`src/core/rps_map.vh`:
```
// register offsets, reset values and codes for the ramp profile selector
`ifndef RPS_MAP_VH
`define RPS_MAP_VH

`define RPS_AW 8
`define RPS_DW 32
`define RPS_TW 16
`define RPS_NSET 21

// setting index sits in address bits 6:2; the top address bit must be clear
`define RPS_IX_MSB 6
`define RPS_IX_LSB 2

// word index of each setting; byte address is four times the index
`define RPS_IX_PRI_ACC 5'h00
`define RPS_IX_PRI_DEC 5'h01
`define RPS_IX_PRI_SCA 5'h02
`define RPS_IX_PRI_SCD 5'h03
`define RPS_IX_FRK_RMP 5'h04
`define RPS_IX_FRK_DEC 5'h05
`define RPS_IX_FRK_SCA 5'h06
`define RPS_IX_FRK_SCD 5'h07
`define RPS_IX_THR_RMP 5'h08
`define RPS_IX_THR_DEC 5'h09
`define RPS_IX_THR_SCA 5'h0a
`define RPS_IX_THR_SCD 5'h0b
`define RPS_IX_SPF_ACC 5'h0c
`define RPS_IX_SPF_DEC 5'h0d
`define RPS_IX_SPF_SCA 5'h0e
`define RPS_IX_SPF_SCD 5'h0f
`define RPS_IX_FAIL_DEC 5'h10
`define RPS_IX_FAIL_SCD 5'h11
`define RPS_IX_MOTOR2 5'h12
`define RPS_IX_COMM_STOP 5'h13
`define RPS_IX_TERM_MAP 5'h14
`define RPS_IX_STATUS 5'h15

// times are held in units of 0.1 s; the code below stands for "9999"
`define RPS_SENTINEL 16'hffff
`define RPS_RST_5S 16'h0032
`define RPS_RST_15S 16'h0096
`define RPS_RST_SC 16'h0001
`define RPS_RST_ZERO 16'h0000

// terminal function codes; map word holds fork code [7:0], feed [15:8]
`define RPS_FN_FORK 8'h6c
`define RPS_FN_FEED 8'h6d
`define RPS_MAP_FORK_LSB 0
`define RPS_MAP_FEED_LSB 8
`define RPS_FN_W 8

// status word bit positions
`define RPS_ST_FORK 0
`define RPS_ST_SPEED 1
`define RPS_ST_THIRD 2
`define RPS_ST_ALT 3
`define RPS_ST_FAIL 4

`endif

```
`src/core/rps_selector.v`:
```
// ramp profile selector: resolves ramp and s-curve times for the ramp gen
//
// Decided for this implementation: the plain strobed port and the register offsets.
`timescale 1ns/10ps
// Operation
// - fork control uses the fork ramp time for acceleration
// - fork decel uses fork decel time, or fork ramp time when sentinel
// - fork control uses its own s-curve accel and decel times
// - under fork control communication error stop acts as selection zero
// - feed select off gives position feed, on gives speed feed
// - feed select unmapped to a terminal forces position feed
// - full-closed control accelerates with the primary accel time
// - full-closed control decelerates with the primary decel time
// - full-closed control uses primary s-curve accel and decel times
// - alt pattern on uses third ramp time; sentinel disables third set
// - third decel sentinel means third ramp time also decelerates
// - alt pattern on uses third s-curve accel and decel times
// - speed feed uses speed-feed accel; sentinel disables speed-feed set
// - speed-feed decel sentinel means speed-feed accel also decelerates
// - speed feed uses speed-feed s-curve accel and decel times
// - failure stop uses failure decel, else the active normal decel
// - failure stop uses failure s-curve decel, else active normal one
// - fork times are interpreted like the primary times
// - fork needs fork select on and second motor not sentinel
// - alt pattern change while running waits until the drive stops
`include "rps_map.vh"

module rps_selector (
  input wire mclk_i,
  input wire sys_rst_i,
  input wire [`RPS_AW-1:0] addr_i,
  input wire [`RPS_DW-1:0] wdata_i,
  input wire wr_i,
  input wire rd_i,
  output reg [`RPS_DW-1:0] rdata_o,
  input wire fork_select_in_i,
  input wire feed_mode_select_in_i,
  input wire alt_pattern_select_in_i,
  input wire drive_running_i,
  input wire seg_start_i,
  input wire sys_fail_i,
  output reg [`RPS_TW-1:0] accel_time_o,
  output reg [`RPS_TW-1:0] decel_time_o,
  output reg [`RPS_TW-1:0] scurve_accel_o,
  output reg [`RPS_TW-1:0] scurve_decel_o,
  output reg fork_mode_o,
  output reg speed_feed_o,
  output reg [`RPS_TW-1:0] comm_stop_eff_o
);

  reg [`RPS_TW-1:0] setting [0:`RPS_NSET-1];
  reg [2:0] sync_a;
  reg [2:0] sync_b;
  reg alt_eff;
  reg fail_q;
  reg fork_q;
  reg speed_q;
  reg third_q;

  wire [4:0] word_ix = addr_i[`RPS_IX_MSB:`RPS_IX_LSB];
  wire addr_ok = (addr_i[`RPS_IX_LSB-1:0] == 2'h0) &&
    (addr_i[`RPS_AW-1] == 1'b0);
  wire [2:0] pins = {alt_pattern_select_in_i, feed_mode_select_in_i,
                     fork_select_in_i};

  // reset value per setting index
  function [`RPS_TW-1:0] rst_val;
    input [4:0] ix;
    begin
      case (ix)
        `RPS_IX_PRI_ACC, `RPS_IX_PRI_DEC, `RPS_IX_FRK_RMP,
        `RPS_IX_THR_RMP: rst_val = `RPS_RST_5S;
        `RPS_IX_PRI_SCA, `RPS_IX_PRI_SCD, `RPS_IX_FRK_SCA, `RPS_IX_FRK_SCD,
        `RPS_IX_THR_SCA, `RPS_IX_THR_SCD, `RPS_IX_SPF_SCA,
        `RPS_IX_SPF_SCD: rst_val = `RPS_RST_SC;
        `RPS_IX_COMM_STOP, `RPS_IX_TERM_MAP: rst_val = `RPS_RST_ZERO;
        default: rst_val = `RPS_SENTINEL;
      endcase
    end
  endfunction

  genvar gi;
  generate
    for (gi = 0; gi < `RPS_NSET; gi = gi + 1) begin : g_set
      localparam [4:0] set_ix = gi;
      always @(posedge mclk_i) begin
        if (sys_rst_i)
          setting[gi] <= rst_val(set_ix);
        else if (wr_i && addr_ok && word_ix == set_ix)
          setting[gi] <= wdata_i[`RPS_TW-1:0];
      end
    end
  endgenerate

  // pins come from another domain: two flops before any use
  always @(posedge mclk_i) begin
    if (sys_rst_i) begin
      sync_a <= 3'h0;
      sync_b <= 3'h0;
    end else begin
      sync_a <= pins;
      sync_b <= sync_a;
    end
  end

  wire fork_sel = sync_b[0];
  wire feed_sel = sync_b[1];
  wire alt_sel = sync_b[2];

  // alt pattern only follows its pin at standstill
  always @(posedge mclk_i) begin
    if (sys_rst_i)
      alt_eff <= 1'b0;
    else if (!drive_running_i)
      alt_eff <= alt_sel;
  end

  wire [`RPS_TW-1:0] map_w = setting[`RPS_IX_TERM_MAP];
  wire fork_mapped =
    map_w[`RPS_MAP_FORK_LSB +: `RPS_FN_W] == `RPS_FN_FORK;
  wire feed_mapped =
    map_w[`RPS_MAP_FEED_LSB +: `RPS_FN_W] == `RPS_FN_FEED;
  wire fork_act = fork_sel && fork_mapped &&
    setting[`RPS_IX_MOTOR2] != `RPS_SENTINEL;
  wire speed_act = !fork_act && feed_mapped && feed_sel;
  wire spf_en = speed_act &&
    setting[`RPS_IX_SPF_ACC] != `RPS_SENTINEL;
  wire third_en = !fork_act && alt_eff &&
    setting[`RPS_IX_THR_RMP] != `RPS_SENTINEL;

  reg [`RPS_TW-1:0] n_acc;
  reg [`RPS_TW-1:0] n_dec;
  reg [`RPS_TW-1:0] n_sca;
  reg [`RPS_TW-1:0] n_scd;

  // speed-feed set outranks the alt pattern, both outranked by fork
  always @* begin
    if (fork_act) begin
      n_acc = setting[`RPS_IX_FRK_RMP];
      n_dec = (setting[`RPS_IX_FRK_DEC] == `RPS_SENTINEL) ?
        setting[`RPS_IX_FRK_RMP] : setting[`RPS_IX_FRK_DEC];
      n_sca = setting[`RPS_IX_FRK_SCA];
      n_scd = setting[`RPS_IX_FRK_SCD];
    end else if (spf_en) begin
      n_acc = setting[`RPS_IX_SPF_ACC];
      n_dec = (setting[`RPS_IX_SPF_DEC] == `RPS_SENTINEL) ?
        setting[`RPS_IX_SPF_ACC] : setting[`RPS_IX_SPF_DEC];
      n_sca = setting[`RPS_IX_SPF_SCA];
      n_scd = setting[`RPS_IX_SPF_SCD];
    end else if (third_en) begin
      n_acc = setting[`RPS_IX_THR_RMP];
      n_dec = (setting[`RPS_IX_THR_DEC] == `RPS_SENTINEL) ?
        setting[`RPS_IX_THR_RMP] : setting[`RPS_IX_THR_DEC];
      n_sca = setting[`RPS_IX_THR_SCA];
      n_scd = setting[`RPS_IX_THR_SCD];
    end else begin
      n_acc = setting[`RPS_IX_PRI_ACC];
      n_dec = setting[`RPS_IX_PRI_DEC];
      n_sca = setting[`RPS_IX_PRI_SCA];
      n_scd = setting[`RPS_IX_PRI_SCD];
    end
  end

  wire [`RPS_TW-1:0] next_fail_dec =
    (setting[`RPS_IX_FAIL_DEC] == `RPS_SENTINEL) ?
    n_dec : setting[`RPS_IX_FAIL_DEC];
  wire [`RPS_TW-1:0] next_fail_scd =
    (setting[`RPS_IX_FAIL_SCD] == `RPS_SENTINEL) ?
    n_scd : setting[`RPS_IX_FAIL_SCD];
  wire fail_rise = sys_fail_i && !fail_q;

  // latched per segment so a rewrite cannot bend a ramp in progress
  always @(posedge mclk_i) begin
    if (sys_rst_i) begin
      fail_q <= 1'b0;
      accel_time_o <= `RPS_RST_5S;
      decel_time_o <= `RPS_RST_5S;
      scurve_accel_o <= `RPS_RST_SC;
      scurve_decel_o <= `RPS_RST_SC;
      fork_mode_o <= 1'b0;
      speed_feed_o <= 1'b0;
    end else begin
      fail_q <= sys_fail_i;
      if (seg_start_i) begin
        accel_time_o <= n_acc;
        decel_time_o <= sys_fail_i ? next_fail_dec : n_dec;
        scurve_accel_o <= n_sca;
        scurve_decel_o <= sys_fail_i ? next_fail_scd : n_scd;
        fork_mode_o <= fork_act;
        speed_feed_o <= speed_act;
      end else if (fail_rise) begin
        // a failure swaps the stop times at once, ramp or not
        decel_time_o <= next_fail_dec;
        scurve_decel_o <= next_fail_scd;
      end
    end
  end

  always @(posedge mclk_i) begin
    if (sys_rst_i)
      comm_stop_eff_o <= `RPS_RST_ZERO;
    else
      comm_stop_eff_o <= fork_act ? `RPS_RST_ZERO :
        setting[`RPS_IX_COMM_STOP];
  end

  always @(posedge mclk_i) begin
    if (sys_rst_i) begin
      fork_q <= 1'b0;
      speed_q <= 1'b0;
      third_q <= 1'b0;
    end else begin
      fork_q <= fork_act;
      speed_q <= speed_act;
      third_q <= third_en;
    end
  end

  wire [`RPS_DW-1:0] status_w = ({{(`RPS_DW-1){1'b0}}, fork_q}
    << `RPS_ST_FORK) | ({{(`RPS_DW-1){1'b0}}, speed_q} << `RPS_ST_SPEED)
    | ({{(`RPS_DW-1){1'b0}}, third_q} << `RPS_ST_THIRD)
    | ({{(`RPS_DW-1){1'b0}}, alt_eff} << `RPS_ST_ALT)
    | ({{(`RPS_DW-1){1'b0}}, fail_q} << `RPS_ST_FAIL);

  // read data valid only in the cycle after the strobe
  always @(posedge mclk_i) begin
    if (sys_rst_i)
      rdata_o <= {`RPS_DW{1'b0}};
    else if (rd_i && addr_ok && {27'h0, word_ix} < `RPS_NSET)
      rdata_o <= {{(`RPS_DW-`RPS_TW){1'b0}}, setting[word_ix]};
    else if (rd_i && addr_ok && word_ix == `RPS_IX_STATUS)
      rdata_o <= status_w;
    else
      rdata_o <= {`RPS_DW{1'b0}};
  end

endmodule

```
`config.mk`:
```
export PLATFORM = sky130hd
export DESIGN_NAME = rps_selector
export DESIGN_NICKNAME = d
export VERILOG_FILES = /design/src/core/rps_selector.v
export VERILOG_INCLUDE_DIRS = /design/src /design/src/core
export SDC_FILE = /design/constraint.sdc
export NUM_CORES = 1
export LEC_CHECK = 0
export CAP_MARGIN = 20
export CORE_ASPECT_RATIO = 1.5
export CORE_MARGIN = 2
export CORE_UTILIZATION = 50
export CTS_BUF_LIST = sky130_fd_sc_hd__clkbuf_4
export DETAILED_ROUTE_END_ITERATION = 6
export DONT_BUFFER_PORTS = 1
export PLACE_DENSITY = 0.67
export SYNTH_ARGS = -nofsm -noshare
export SYNTH_HDL_FRONTEND = slang
export SYNTH_SLANG_ARGS = --single-unit
```
`constraint.sdc`:
```
create_clock -name mclk_i -period 3.32 [get_ports mclk_i]
set_input_delay 0.498 -clock mclk_i [delete_from_list [all_inputs] [get_ports mclk_i]]
set_output_delay 0.498 -clock mclk_i [all_outputs]
set_load 0.05 [all_outputs]
```
## Word level (Yosys, flattened, before mapping)

Memory sizes are Yosys's and may differ from the RTL's. A register that Yosys moved wholly into a read port is not among the register bits.
Index checks and enable logic that the tools add are counted.

| cells by class | value |
|---|---|
| order comparisons | 1 |
| equal/unequal tests | 31 |
| multiplexer cells | 111 |
| bitwise logic cells | 27 |
| reduce and logical (&&, ||, !) cells | 41 |

Operators by type and width:

| operator | number |
|---|---|
| $mux 16 | 45 |
| $eq 16x16->1 const B | 5 |
| $mux 1 | 65 |
| $ne 16x16->1 const B | 3 |
| $eq 5x4->1 const B | 8 |
| $logic_and 1x1->1 | 34 |
| $eq 5x5->1 const B | 6 |
| $or 1x1->1 | 21 |
| $eq 5x3->1 const B | 4 |
| $eq 8x7->1 const B | 2 |
| $eq 5x2->1 const B | 2 |
| $eq 5x1->1 const B | 1 |
| $logic_not 5->1 | 1 |
| $lt 5x5->1 const B | 1 |
| $mux 5 | 1 |
| $or 4x5->5 | 1 |
| $or 3x4->4 | 1 |
| $or 2x3->3 | 1 |
| $reduce_or 3->1 | 1 |
| $logic_not 1->1 | 2 |
| $logic_not 2->1 | 1 |
| $not 1->1 | 2 |
| $or 1x2->2 | 1 |
| $reduce_bool 2->1 | 1 |
| $reduce_or 2->1 | 1 |

| word-level totals | value |
|---|---|
| flip-flop bits (word level) | 109 |
| RAM bits | 336 |
| output and inout bits | 114 |
| word-level logic and storage cells | 227 |
| memories | 1 |

Memory list:

| name | words | width | read ports | clocked after memory_dff | wr ports | RTL line | text |
|---|---|---|---|---|---|---|---|
| setting | 21 | 16 | 22 | 1 | 21 | rps_selector.v:51 | `` reg [`RPS_TW-1:0] setting [0:`RPS_NSET-1]; `` |

## Longest topological paths before layout

Gate-level depths: netlist of the first run.
An unclocked memory read counts as a cell.

| depth | value |
|---|---|
| word-level depth | 13 |
| mapped depth | 9 |
| depth with buffers taken out | 6 |

## Least setup slack after synthesis of the first run

No wires, ideal clock.

| path | value |
|---|---|
| kind | input port to flip-flop |
| from | in addr_i[2] |
| to | mem setting[13][0] (netlist name) (enable) |
| setup time | 0.392 ns |
| arrival time | 2.270 ns |
| data required time | 2.928 ns |
| setup slack | 0.658 ns |
| cell stages on the path | 6 |
| path buffers | 3 |
| cell sequence | buf_2 > buf_2 > nor2b_1 > nand2_1 > clkbuf_1 > o21bai_1 |

RTL lines:

| element | RTL line | text |
|---|---|---|
| start: declaration | rps_selector.v:31 | `` input wire [`RPS_AW-1:0] addr_i, `` |
| end: declaration | rps_selector.v:51 |  |

==> results of run 1 <==
## worst max-delay path, delay by kind of cell (launching register included)
| family | cells | cell delay, ps |
|---|---|---|
| AND/OR/NAND/NOR | 3 | 1260 |
| AO/OA/AOI/OAI | 2 | 540 |
| flip-flops | 1 | 440 |
| buffers and inverters | 2 | 940 |
## timing repair
action | 4_1_cts | 5_1_grt
hold buffers | 29 | 1
buffers inserted | 0 | 0
hold endpoints to repair | 429 | 8
## registers in the layout, indices dropped and copies added (netlist names), 3 cells and up
register / cells
scurve_accel_o: 16
sync_a: 3
accel_time_o: 16
scurve_decel_o: 16
sync_b: 3
comm_stop_eff_o: 16
rdata_o: 16
setting: 336
decel_time_o: 16
## layout make-up
type	count	area share
clock buffer	155	0.0484
multi-input combinational	1143	0.368
timing repair buffer	84	0.0324
sequential	445	0.511
antenna	4	0.000416
inverter	15	0.00234
clock inverter	33	0.00781
tap	576	0.0300
## synthesized netlist by cell type (9+ instances only)
cell type,number
a211oi_1,34
dfxtp_1,109
buf_4,26
a21oi_1,26
nand4_1,34
nor2_1,97
o211ai_1,40
clkbuf_1,103
o221ai_1,16
o21ai_0,42
mux2i_1,68
nor4_1,9
o21ai_1,13
buf_6,9
mux4_2,95
nand2_1,120
or2_2,50
nand2b_1,11
nor2b_1,10
and2_1,221
a21o_1,19
buf_2,36
or3_1,105
edfxtp_1,336
a311oi_1,15
a311oi_2,19
inv_1,15
## placed cells by master (no fill, tap or decap), types with 9 or more instances in the layout
cell	synthesis	routed
a21o_1	19	19
edfxtp_1	336	336
nand2_1	120	120
a311oi_1	15	15
nor4_1	9	9
and2_1	221	221
nand2b_1	11	10
inv_1	15	15
nor2_1	97	97
clkinv_1	0	20
a211oi_1	34	34
dlygate4sd3_1	0	28
conb_1	1	16
o21ai_0	42	42
or2_2	50	50
a21oi_1	26	24
buf_4	26	51
or3_1	105	105
o211ai_1	40	40
nor2b_1	10	10
mux4_2	95	95
clkbuf_4	0	155
nand4_1	34	34
mux2i_1	68	68
o21ai_1	13	13
clkinv_2	0	9
dfxtp_1	109	109
a311oi_2	19	19
o221ai_1	16	16
## worst paths after layout
path / start / end / slack [ps]
setup / recovery: setting[12][4] / accel_time_o[3] / 100
hold / removal: addr_i[4] / rdata_o[4] / 40
setup reg to reg: setting[12][4] / accel_time_o[3] / 100
hold reg to reg: sync_a[2] / sync_b[2] / 450
## cells by family after synthesis
| kind of cell | share of synthesized area |
|---|---|
| AND/OR/NAND/NOR | 0.175 |
| flip-flops | 0.557 |
| buffers and inverters | 0.0452 |
| multiplexers | 0.131 |
| AO/OA/AOI/OAI | 0.0919 |
| other | 0.000170 |
## power groups by stage
stage               clock network, mW  logic, mW  registers, mW
finish                           4.47       1.01           6.78
global route                     4.81       1.07           6.80
CTS                              4.51      0.993           6.77
detailed placement                  0      0.851           6.89
global placement                    0      0.836           6.88
floorplan                           0      0.773           6.76
## metrics by stage
step	total power [mW]	hold WS [ps]	instance area [µm²]
5_1_grt	12.7	29.4	24000
3_3_place_gp	7.71	430	22300
4_1_cts	12.3	12.9	24000
3_5_place_dp	7.74	427	22300
2_1_floorplan	7.53	414	22100
6_report	12.3	43.0	24000
## per-layer routing
layer  vias up  wire length, µm  GRT usage
li1       6716                -          -
met1      7703            24300      0.352
met2       920            34900      0.522
met3       198             6040     0.0604
met4         4             3730      0.160
met5         -               26          0
==> results.sh, run 1 <==
export IMPL_cts_made_buffers=100
export IMPL_dp_cells=2232
export IMPL_slew_violations=0
export IMPL_power_net_switching_mw=3.28
export IMPL_fillers=3581
export IMPL_pwr_share_comb=0.083
export IMPL_multi_input_area_um2=8850
export IMPL_min_period_ps=3220
export IMPL_min_path_cells=3
export IMPL_register_area_um2=12300
export IMPL_fmaxAchievable_mhz=311
export IMPL_nets=1839
export IMPL_io_pins=164
export IMPL_drt_iter0_drc=1913
export IMPL_clock_skew_final_ps=61.4
export IMPL_synth_distinct_cells=69
export IMPL_grt_pass1_vias=15300
export IMPL_grt_pass1_wl_um=100000
export IMPL_synth_area_leaders="edfxtp_1, dfxtp_1, mux4_2"
export IMPL_p_seq_frac=0.553
export IMPL_synth_edf_count=336
export IMPL_root_buffer="clkbuf_4"
export IMPL_outcome="completed"
export IMPL_cp_max_fo=50
export IMPL_synth_cell_area_um2=22000
export IMPL_grt_overflow=0
export IMPL_h_tree_depth=3
export IMPL_clock_latency_ps=850
export IMPL_slew_headroom=0.319
export IMPL_grt_setup_unrepaired="false"
export IMPL_ant_nets=0
export IMPL_reg2reg_depth=7
export IMPL_antenna_found_initial=7
export IMPL_die_w_um=175
export IMPL_grt_usage=0.300
export IMPL_crit_type="reg2reg"
export IMPL_crit_chain="nand4_1 > nor4_1 > or2_4 > buf_4 > o211ai_1 > a311oi_2 > dlygate4sd3_1"
export IMPL_cts_sinks=445
export IMPL_wl_um=69000
export IMPL_hold_viol_final=0
export IMPL_grt_max_degree=93
export IMPL_hpwl_um=47400
export IMPL_vias=15500
export IMPL_clockBufferDepth=3
export IMPL_vias_per_cell=6.33
export IMPL_critPathRequiredTime_ps=4120
export IMPL_synth_ff_type="edfxtp_1"
export IMPL_synth_area_per_cell_um2=12.4
export IMPL_synthToLayoutAreaGrowth_pct=9.08
export IMPL_fin_cells=2455
export IMPL_worst_setup_path_end_kind="flop"
export IMPL_setup_viol=0
export IMPL_gp_congestion=0.898
export IMPL_slowest_delay_ps=600
export IMPL_num_rows=94
export IMPL_cp_start_kind="flop"
export IMPL_coreArea_um2=43600
export IMPL_fin_util=0.551
export IMPL_yosysSeqAreaShare=0.557
export IMPL_peakVddDrop_v=0.000220
export IMPL_die_area_um2=45800
export IMPL_cts_tree="yes"
export IMPL_tns_ps=0
export IMPL_clkPwrFrac=0.365
export IMPL_slowest_stage="or2_4"
export IMPL_yosys_area_top_type_share=0.458
export IMPL_clk_transition_reported_paths_ps=70
export IMPL_max_cap_violations=0
export IMPL_syn_inst=1773
export IMPL_synth_top_cell_by_area="edfxtp_1"
export IMPL_cts_resized=0
export IMPL_arrival_ps=4020
export IMPL_sw_frac_of_total=0.268
export IMPL_tightest_slew_ps=1020
export IMPL_finalCritPeriodShare=0.969
export IMPL_fin_ws_ps=102
export IMPL_avgRoutedWirePerCell_um=28.1
export IMPL_p_int_mw=8.98
export IMPL_route_detailed_drc=0
export IMPL_drt_first_pass_iters=7
export IMPL_port_buffers=0
export IMPL_synthArstFlopShare=0
export IMPL_leakagePower_nw=8.68
export IMPL_synth_seq_cells=445
export IMPL_die_h_um=261
export IMPL_place_ws_ps=618
export IMPL_yosys_warnings=0
export IMPL_powerDensity_nw_per_um2=510
export IMPL_initial_core_util=0.505
export IMPL_min_path_type="in2reg"
export IMPL_drive_above_1_share=0.217
No activity file was read; power rests on OpenSTA's default activity.
==> run 2: changes to the inputs <==
--- a/config.mk
+++ b/config.mk
@@ -6,11 +6,13 @@
 export SDC_FILE = /design/constraint.sdc
 export NUM_CORES = 1
 export LEC_CHECK = 0
+export ABC_AREA = 1
 export CAP_MARGIN = 20
 export CORE_ASPECT_RATIO = 1.5
 export CORE_MARGIN = 2
 export CORE_UTILIZATION = 50
 export CTS_BUF_LIST = sky130_fd_sc_hd__clkbuf_4
+export CTS_CLUSTER_DIAMETER = 200
 export DETAILED_ROUTE_END_ITERATION = 6
 export DONT_BUFFER_PORTS = 1
 export PLACE_DENSITY = 0.67
==> results.sh, run 2 <==
export IMPL_crit_path_start="setting[18][13]"
export IMPL_synthTopCellsByCount="nand2_1, nor2_1, edfxtp_1, inv_1, o21ai_0"
export IMPL_final_common_cell="nand2_1"
export IMPL_wl_um=88600
export IMPL_syn_inst=2591
export IMPL_synth_compound_area_frac=0.135
export IMPL_slew_violations=0
export IMPL_r2r_start="setting[18][13]"
export IMPL_p_seq_frac=0.520
export IMPL_clock_latency_ps=860
export IMPL_peakVddDrop_v=0.000262
export IMPL_fillers=4026
export IMPL_clock_skew_final_ps=72.1
export IMPL_drt_iter0_drc=2594
export IMPL_grt_overflow=0
export IMPL_synthToLayoutAreaGrowth_pct=10.5
export IMPL_num_rows=93
export IMPL_cts_tree="yes"
export IMPL_hpwl_um=62300
export IMPL_die_w_um=175
export IMPL_largest_reg_flops=336
export IMPL_route_detailed_drc=4
export IMPL_yosys_warnings=0
export IMPL_die_h_um=260
export IMPL_yosys_cell_count_top_type="nand2_1"
export IMPL_dp_cells=3070
export IMPL_root_buffer="clkbuf_4"
export IMPL_io_pins=164
export IMPL_grt_pass1_vias=18500
export IMPL_min_period_ps=3090
export IMPL_nets=2674
export IMPL_clockBufferDepth=3
export IMPL_failed_checks="DRC"
export IMPL_synth_top_family_by_area="simple AND/OR/NAND/NOR gates"
export IMPL_synth_edf_count=336
export IMPL_clkPwrFrac=0.372
export IMPL_drive_above_1_share=0.106
export IMPL_crit_type="reg2reg"
export IMPL_synth_distinct_cells=43
export IMPL_synth_seq_cells=445
export IMPL_outcome="complete, but fails checks"
export IMPL_drt_first_pass_iters=7
export IMPL_grt_setup_unrepaired="false"
export IMPL_powerDensity_nw_per_um2=537
export IMPL_tns_ps=0
export IMPL_cts_sinks=445
export IMPL_coreArea_um2=43100
export IMPL_clk_transition_reported_paths_ps=80
export IMPL_cp_max_fo=36
export IMPL_synth_ff_type="edfxtp_1"
export IMPL_fmaxAchievable_mhz=324
export IMPL_max_cap_violations=0
export IMPL_vias=19600
export IMPL_synth_area_leaders="edfxtp_1, nand2_1, dfxtp_1"
export IMPL_grt_max_degree=71
export IMPL_layout_common_cells="nand2_1, nor2_1, edfxtp_1, inv_1, o21ai_0"
export IMPL_cts_made_buffers=107
export IMPL_leakagePower_nw=9.99
export IMPL_setup_viol=0
export IMPL_port_buffers=0
export IMPL_synth_mux_area_frac=0
export IMPL_critPathRequiredTime_ps=4010
export IMPL_ant_nets=0
export IMPL_cp_start_kind="flop"
export IMPL_slew_headroom=0.193
export IMPL_pwr_share_comb=0.107
export IMPL_grt_pass1_wl_um=125000
export IMPL_worst_setup_path_end_kind="flop"
export IMPL_synthArstFlopShare=0
export IMPL_hold_viol_final=0
export IMPL_yosysSeqAreaShare=0.562
export IMPL_die_area_um2=45400
export IMPL_cts_resized=0
export IMPL_grt_usage=0.387
export IMPL_vias_per_cell=5.96
export IMPL_synth_xor_area_share=0
export IMPL_synth_adder_area_share=0
export IMPL_synth_area_per_cell_um2=8.42
export IMPL_tightest_slew_ps=1210
export IMPL_h_tree_depth=3
export IMPL_fin_cells=3291
export IMPL_synth_top_cell_by_area="edfxtp_1"
export IMPL_finalCritPeriodShare=0.930
export IMPL_yosys_area_top_type_share=0.462
export IMPL_synth_simple_area_share=0.218
export IMPL_arrival_ps=3780
export IMPL_min_path_type="in2reg"
export IMPL_regMostFlops="setting"
export IMPL_gp_congestion=1.04
export IMPL_avgRoutedWirePerCell_um=26.9
export IMPL_initial_core_util=0.507
export IMPL_synth_cell_area_um2=21800
export IMPL_p_int_mw=9.11
export IMPL_min_from="addr_i[4]"
export IMPL_sw_frac_of_total=0.296
export IMPL_antenna_found_initial=2
export IMPL_power_net_switching_mw=3.83
==> run 2: cell types whose count changed after synthesis, sizes merged, moves of 43 or more <==
cell	before	now
mux2i	68	0
inv	15	256
or3	105	0
mux4	96	0
nand2	120	694
o21ai	55	198
nor2	98	361
a22oi	2	91
nand3	8	93
or2	52	9
a21oi	26	121
and2	221	0
==> run 2: final cells by class <==
class | instances | area [µm²] | share of cell area
Tap cell | 570 | 713 | 0.0296
Antenna cell | 3 | 7.51 | 0.000311
Clock buffer | 172 | 1290 | 0.0535
Timing Repair Buffer | 96 | 903 | 0.0375
Multi-Input combinational cell | 1714 | 7770 | 0.322
Inverter | 260 | 976 | 0.0405
Sequential cell | 445 | 12300 | 0.509
Clock inverter | 31 | 189 | 0.00783
==> run 2: logic make-up after synthesis <==
kind of cell	Yosys count
AND/OR/NAND/NOR	1196
AO/OA/AOI/OAI	502
buffers and inverters	447
flip-flops	445
other	1
==> run 2: per-layer routing <==
metal | wire, µm | part of all wire | GRT usage
met1 | 30800 | 0.35 | 0.460
met5 | 0 | 0 | 0
met3 | 8910 | 0.10 | 0.0708
met2 | 41700 | 0.47 | 0.635
met4 | 7160 | 0.081 | 0.274
==> run 2: what timing repair did <==
item | CTS | global route
hold buffers | 14 | 0
setup endpoints to repair | 0 | 0
endpoints found under the hold margin | 102 | 0
buffers inserted | 0 | 0
==> run 2: power groups by stage <==
stage | Combinational, mW | Sequential (mW) | Clock, mW
5_1_grt | 1.45 | 6.76 | 5.10
4_1_cts | 1.34 | 6.73 | 4.85
3_3_place_gp | 1.29 | 6.84 | 0
2_1_floorplan | 0.764 | 6.77 | 0
3_5_place_dp | 1.29 | 6.85 | 0
6_report | 1.39 | 6.73 | 4.82
==> run 2: worst paths after layout <==
path                endpoint  slack, ps  cells after the start
max reg2reg  decel_time_o[1]        230                     13
min               rdata_o[1]         30                      4
min reg2reg        sync_b[0]        420                      2
max          decel_time_o[1]        230                     13
==> run 2: critical path: stages, from the launching register on <==
cell and delay, ps:
edfxtp_1 350, nand2_1 60, nor2_1 140, nand2_1 100, inv_1 60, nand2_1 60
nand2_1 570, nand3_2 360, inv_2 650, a21oi_1 140, nand2_1 170, nand3_1 110
nand2_1 100, nand2_1 50
==> run 2: stage by stage <==
stage / hold WS [ps] / power [mW] / util / setup slack [ps] / area (µm²)
floorplan: 388 / 7.53 / - / 660 / 21900
finish: 25.8 / 12.9 / 0.560 / 234 / 24100
CTS: 4.94 / 12.9 / 0.559 / 303 / 24100
detailed placement: 399 / 8.14 / 0.521 / 364 / 22400
global route: 32.7 / 13.3 / 0.560 / 123 / 24100
global placement: 393 / 8.13 / 0.521 / 373 / 22400
